===== src/rtl/bcec_pkg.sv =====
//////////////////////////////////////////////////////////////////////////////
// Purpose: constants and types of the bus command error checker
// Assumes: 250 MHz system clock, 32-bit classic wishbone register port
// Notes:   register offsets are byte addresses of aligned words
//////////////////////////////////////////////////////////////////////////////
package bcec_pkg;
  // register offsets
  localparam logic [7:0] ADR_ERR   = 8'h00;
  localparam logic [7:0] ADR_MASK  = 8'h04;
  localparam logic [7:0] ADR_CTRL  = 8'h08;
  localparam logic [7:0] ADR_VSRC  = 8'h0c;
  localparam logic [7:0] ADR_CAL   = 8'h10;
  localparam logic [7:0] ADR_STATE = 8'h14;
  // error_condition_word bit positions
  localparam int ERR_W   = 5;
  localparam int EB_ICMD = 0;
  localparam int EB_IOPT = 1;
  localparam int EB_NREM = 2;
  localparam int EB_TOVR = 3;
  localparam int EB_NUM  = 4;
  // control bit, reset values
  localparam int               CB_SLOW   = 0;
  localparam logic [ERR_W-1:0] ERR_RST   = 5'h00;
  localparam logic [ERR_W-1:0] MASK_RST  = 5'h00;
  localparam logic             SLOW_RST  = 1'b0;
  localparam logic [12:0]      VSRC_RST  = 13'h0000;
  localparam logic [15:0]      CAL_RST   = 16'h0000;
  // number limits, in 10 mV units for the source
  localparam logic [31:0] VNEG_MAX = 32'h000027fb;
  localparam logic [31:0] VPOS_MAX = 32'h00002800;
  localparam logic [31:0] VSTEP    = 32'h00000005;
  localparam logic [23:0] CAL_MAX  = 24'h00270f;
  localparam logic [23:0] MAG_OVF  = 24'h100000;
  // characters and command letters
  localparam logic [7:0] CH_X     = 8'h58;
  localparam logic [7:0] CH_DOT   = 8'h2e;
  localparam logic [7:0] CH_MINUS = 8'h2d;
  localparam logic [7:0] CH_PLUS  = 8'h2b;
  localparam logic [4:0] LET_V    = 5'h15;
  localparam logic [4:0] LET_C    = 5'h02;
  localparam logic [4:0] LET_T    = 5'h13;
  localparam int         NLET     = 26;
  // valid letters (bit = letter index, A = 0) and highest option per letter
  localparam logic [NLET-1:0] LET_VALID = 26'h23a402c;
  localparam logic [3:0] OPT_MAX [NLET] = '{4'h0, 4'h0, 4'h0, 4'h1, 4'h0, 4'h5, 4'h0,
    4'h0, 4'h0, 4'h0, 4'h0, 4'h0, 4'h0, 4'h0, 4'h1, 4'h0, 4'h0, 4'h9, 4'h0, 4'h7,
    4'h2, 4'h0, 4'h0, 4'h0, 4'h0, 4'h1};
  // timing
  localparam int CLK_KHZ  = 250000;
  localparam int DISP_MS  = 1000;
  localparam int FAST_MS  = 365;
  localparam int SLOW_MS  = 780;
  localparam int DISP_CYC = DISP_MS * CLK_KHZ;
  localparam int FAST_CYC = FAST_MS * CLK_KHZ;
  localparam int SLOW_CYC = SLOW_MS * CLK_KHZ;
  localparam int CNT_W    = 28;
  typedef enum logic [1:0] {
    MSG_NONE = 2'h0,
    MSG_BUS  = 2'h1,
    MSG_NUM  = 2'h2,
    MSG_TRIG = 2'h3
  } bcec_msg_t;
endpackage : bcec_pkg


===== src/rtl/bcec_ctl_if.sv =====
//////////////////////////////////////////////////////////////////////////////
// Purpose: links the checker to its message timer and reading timer
// Assumes: single clock domain
// Notes:   show and trig are one-cycle pulses
//////////////////////////////////////////////////////////////////////////////
`timescale 1ns/10ps
interface bcec_ctl_if;
  logic                show;
  bcec_pkg::bcec_msg_t msg_req;
  logic                disp_on;
  bcec_pkg::bcec_msg_t msg;
  logic                trig;
  logic                slow;
  logic                busy;
  logic                ready;
  modport main (output show, msg_req, trig, slow, input disp_on, msg, busy, ready);
  modport disp (input show, msg_req, output disp_on, msg);
  modport rdy  (input trig, slow, output busy, ready);
endinterface : bcec_ctl_if


===== src/rtl/bcec_ready_timer.sv =====
//////////////////////////////////////////////////////////////////////////////
// Purpose: tracks a reading from trigger to reading-ready
// Assumes: trig only arrives while not busy
// Notes:   ready is a one-cycle pulse as busy falls
//////////////////////////////////////////////////////////////////////////////
`timescale 1ns/10ps
module bcec_ready_timer #(
  parameter int unsigned FAST_CYC = bcec_pkg::FAST_CYC,
  parameter int unsigned SLOW_CYC = bcec_pkg::SLOW_CYC
) (
  input wire logic clk_i,
  input wire logic rst_i,
  bcec_ctl_if.rdy  ctl
);
  import bcec_pkg::*;
  typedef enum logic [1:0] {
    RD_IDLE = 2'b01,
    RD_BUSY = 2'b10
  } bcec_rd_t;
  bcec_rd_t         st_q;
  logic [CNT_W-1:0] cnt_q;
  logic             rdy_q;
  wire              last = (cnt_q == {{(CNT_W-1){1'b0}}, 1'b1});

  always_ff @(posedge clk_i) begin
    if (rst_i) begin
      st_q  <= RD_IDLE;
      cnt_q <= '0;
      rdy_q <= 1'b0;
    end else begin
      rdy_q <= 1'b0;
      case (st_q)
        RD_IDLE: begin
          if (ctl.trig) begin
            st_q  <= RD_BUSY;
            cnt_q <= ctl.slow ? SLOW_CYC[CNT_W-1:0] : FAST_CYC[CNT_W-1:0];
          end
        end
        RD_BUSY: begin
          cnt_q <= cnt_q - {{(CNT_W-1){1'b0}}, 1'b1};
          if (last) begin
            st_q  <= RD_IDLE;
            rdy_q <= 1'b1;
          end
        end
        default: st_q <= RD_IDLE;
      endcase
    end
  end

  assign ctl.busy  = (st_q == RD_BUSY);
  assign ctl.ready = rdy_q;
endmodule : bcec_ready_timer


===== src/flat_wrapper.sv =====
// flat-port wrapper written by rule: the top's interface ports become plain ports
module bcec_ready_timer_flat import bcec_pkg::*;
#(
  parameter int unsigned FAST_CYC = bcec_pkg::FAST_CYC,
  parameter int unsigned SLOW_CYC = bcec_pkg::SLOW_CYC
)
  (clk_i, rst_i, ctl_trig, ctl_slow, ctl_busy, ctl_ready);
  bcec_ctl_if ctl_i ();
  input wire logic clk_i;
  input wire logic rst_i;
  input wire logic [$bits(ctl_i.trig)-1:0] ctl_trig;
  input wire logic [$bits(ctl_i.slow)-1:0] ctl_slow;
  output wire logic [$bits(ctl_i.busy)-1:0] ctl_busy;
  output wire logic [$bits(ctl_i.ready)-1:0] ctl_ready;
  assign ctl_i.trig = ctl_trig;
  assign ctl_i.slow = ctl_slow;
  assign ctl_busy = ctl_i.busy;
  assign ctl_ready = ctl_i.ready;
  bcec_ready_timer #(.FAST_CYC(FAST_CYC), .SLOW_CYC(SLOW_CYC)) u_core (.clk_i(clk_i), .rst_i(rst_i), .ctl(ctl_i));
endmodule

===== config.mk =====
export PLATFORM = sky130hd
export DESIGN_NAME = bcec_ready_timer_flat
export DESIGN_NICKNAME = d
export VERILOG_FILES = /design/src/rtl/bcec_pkg.sv /design/src/rtl/bcec_ctl_if.sv /design/src/rtl/bcec_ready_timer.sv /design/src/flat_wrapper.sv
export SDC_FILE = /design/constraint.sdc
export NUM_CORES = 1
export LEC_CHECK = 0
export ABC_AREA = 1
export BUFFER_PORTS_ARGS = -buffer_cell sky130_fd_sc_hd__buf_2
export CORE_ASPECT_RATIO = 0.8
export CORE_UTILIZATION = 66
export CTS_BUF_LIST = sky130_fd_sc_hd__clkbuf_16
export DETAILED_ROUTE_END_ITERATION = 6
export HOLD_SLACK_MARGIN = 0.15
export PLACE_DENSITY = 0.85
export SYNTH_ARGS = -nofsm -noshare
export SYNTH_HDL_FRONTEND = slang
export SYNTH_SLANG_ARGS = --single-unit

===== constraint.sdc =====
create_clock -name clk_i -period 4.1 [get_ports clk_i]
set_input_delay 0.205 -clock clk_i [delete_from_list [all_inputs] [get_ports clk_i]]
set_output_delay 0.205 -clock clk_i [all_outputs]
set_load 0.02 [all_outputs]

==> impl_metrics.ini <==
[run_status]
outcome = finished, final reports clean

[critical_path]
r2r_setup_slack_ns = 2.29
arrival_ns = 1.98
path_class = flip-flop to flip-flop
start_kind = flip-flop
cp_max_fo = 18
critPathCaptureType = flip-flop
critPathRequiredTime_ns = 4.27

[global_routing]
gr-usage-all-layers_pct = 34.9
grt_overflow = 0
grt_pass1_vias = 1648
grt_pass1_wl_um = 7720
grt_max_degree = 20
antenna_found_initial = 0

[route]
drt-total-wl_um = 4620
wl_per_cell_um = 14.5
ant_nets = 0
drtIter0Drc = 210
drt_pass1_iterations = 5
vias = 1835
drc = 0
vias_per_cell = 5.75

[cells_and_area]
diodes = 0
layout.nets = 288
fin_util_pct = 80.7
layout.cells.non_filler = 319
syn2layout_area_growth_pct = 10.3
drive_gt1_share_pct = 13.1
fillers = 184

[power_and_ir_drop]
power_density_nw_per_um2 = 484
p_leak_nw = 0.877
ir_drop_v = 0.000341

[synth]
async_flop_share_pct = 0
seq_area_frac_synth_pct = 33.1
syn-instance-count = 277
synth_edf_count = 0
synth_flop_cell = dfxtp_1
yosys.cell_types.count = 36
syn_avg_cell_area_sq_um = 6.77
netlist_area_sq_um = 1870
synthesis.nets = 283
ys_seq_elements = 31
yosysWarnings = 0

[clocking]
cts_tree = built
cts_root_buf = clkbuf_16
cts_resized = 0
cts_setup_buffers = 0
cts.sink_count = 31
numCtsBuffers = 5
path_clk_slew_ns = 0.05
clockBufferDepth = 2
cts_max_level = 2
hold_buffers = 0
clk_latency_ns = 0.27

[place]
io_buffers = 5
placedCellCount = 311
post-dp-hpwl_um = 3190
gpl.final_weighted_congestion = 0.914

[sta]
slew_violations = 0
setup_viol = 0
hold_ws_ns = 0.342
rsz0062_at_grt = no
slew_headroom_pct = 66.7
fin_crit_sh_pct = 44.2
tns_ns = 0
skew_ns = 0.00240
min_period_ns = 1.81
worstMarginPinSlew_ns = 0.496
hold_viol = 0
fmax_ghz = 0.552

[min_path]
min_path_type = input pin to flip-flop

[die]
core_sq_um = 2560
dieArea_sq_um = 3060
die_h_um = 49.7
start_util_pct = 73.1
fp.dieW_um = 61.6
core.rowCount = 16
ioPinCount = 6

[job]
cap_violations = 0
==> final cells by class <==
type / count / area (sq um) / area share [%]
tap: 36 / 45.0 / 2.18
multi-input combinational: 209 / 1100 / 53.1
timing repair buffer: 5 / 25.0 / 1.21
clock buffer: 5 / 125 / 6.05
clock inverter: 3 / 38.8 / 1.88
sequential: 31 / 621 / 30.0
inverter: 30 / 115 / 5.57
==> worst paths after layout <==
check / startpoint / endpoint / depth (start not counted)
setup / recovery: u_core.st_q[1] / u_core.cnt_q[11] / 9
setup reg to reg: u_core.st_q[1] / u_core.cnt_q[11] / 9
hold / removal: rst_i / u_core.cnt_q[7] / 2
hold reg to reg: u_core.cnt_q[0] / u_core.cnt_q[0] / 1
==> power by group <==
group,total [mW],switching (mW),internal (mW)
Combinational,0.234,0.162,0.0714
Clock,0.414,0.131,0.283
Sequential,0.353,0.0257,0.327
==> synthesized netlist by cell type, types with 2 or more instances <==
library cell,number,area [sq um]
nand2_2,3,18.8
nand2_4,2,22.5
buf_2,2,10.0
nor3_1,3,15.0
nor2_2,4,25.0
nand4_1,2,12.5
a21oi_1,24,120
inv_1,28,105
clkbuf_1,3,11.3
o21ai_1,4,20.0
and2_1,2,12.5
nand2_1,59,221
nor2_1,31,116
nor2_4,8,90.1
xor2_1,3,26.3
a31oi_1,2,12.5
ha_1,2,25.0
nand3b_1,2,15.0
o21ai_2,2,17.5
dfxtp_1,31,621
o21ai_0,27,135
nand3_1,19,95.1
==> through the flow <==
stage / cell area, sq um / power (mW) / setup slack [ns]
final: 2070 / 1.00 / 2.29
after global routing: 2070 / 1.05 / 2.15
after CTS: 2070 / 0.992 / 2.31
after detailed placement: 1900 / 0.583 / 2.31
after global placement: 1900 / 0.581 / 2.42
after floorplan: 1870 / 0.537 / 2.70
==> cell usage in the layout (no fill, tap or decap), drive strengths merged <==
cell    instances
a211oi          1
a21oi          25
a221oi          2
a31oi           2
and2            2
buf             5
bufinv          1
clkbuf          5
clkinv          2
dfxtp          31
ha              2
inv            30
nand2          65
nand3          20
nand3b          2
nand4           2
nor2           43
nor3            3
nor3b           1
nor4            1
o21ai          33
o31ai           1
or2             1
xor2            3
==> critical path, stage by stage (launching register included) <==
cell and delay (ns):
dfxtp_1 0.30, inv_1 0.07, nor2_4 0.39, inv_4 0.16, nand2_8 0.18, o21ai_2 0.14, inv_2 0.18, a21oi_1 0.08
o21ai_1 0.14, inv_1 0.05
==> per-layer routing <==
metal / global-route usage, % / part of all wire (%) / vias up
met5: 0 / 0 / -
met4: 11.1 / 1.3 / 0
met3: 13.9 / 9.0 / 8
met2: 47.7 / 42 / 90
met1: 49.4 / 47 / 809
li1: - / - / 928
==> registers in the layout, summed over array words and instances, names as in the netlist <==
name and cells:
u_core.cnt_q 28, u_core.st_q 2, u_core.ctl.ready 1
==> cell families (layout without fill, tap and decap cells) <==
kind of cell | Yosys count | after routing | share of synthesized area, %
compound gates | 64 | 64 | 18.8
buf+inv | 37 | 43 | 8.28
xor+xnor | 3 | 3 | 1.40
simple gates | 140 | 140 | 37.0
flops | 31 | 31 | 33.1
fa+ha+maj | 2 | 2 | 1.33
Power figures use the tool's default switching activity.
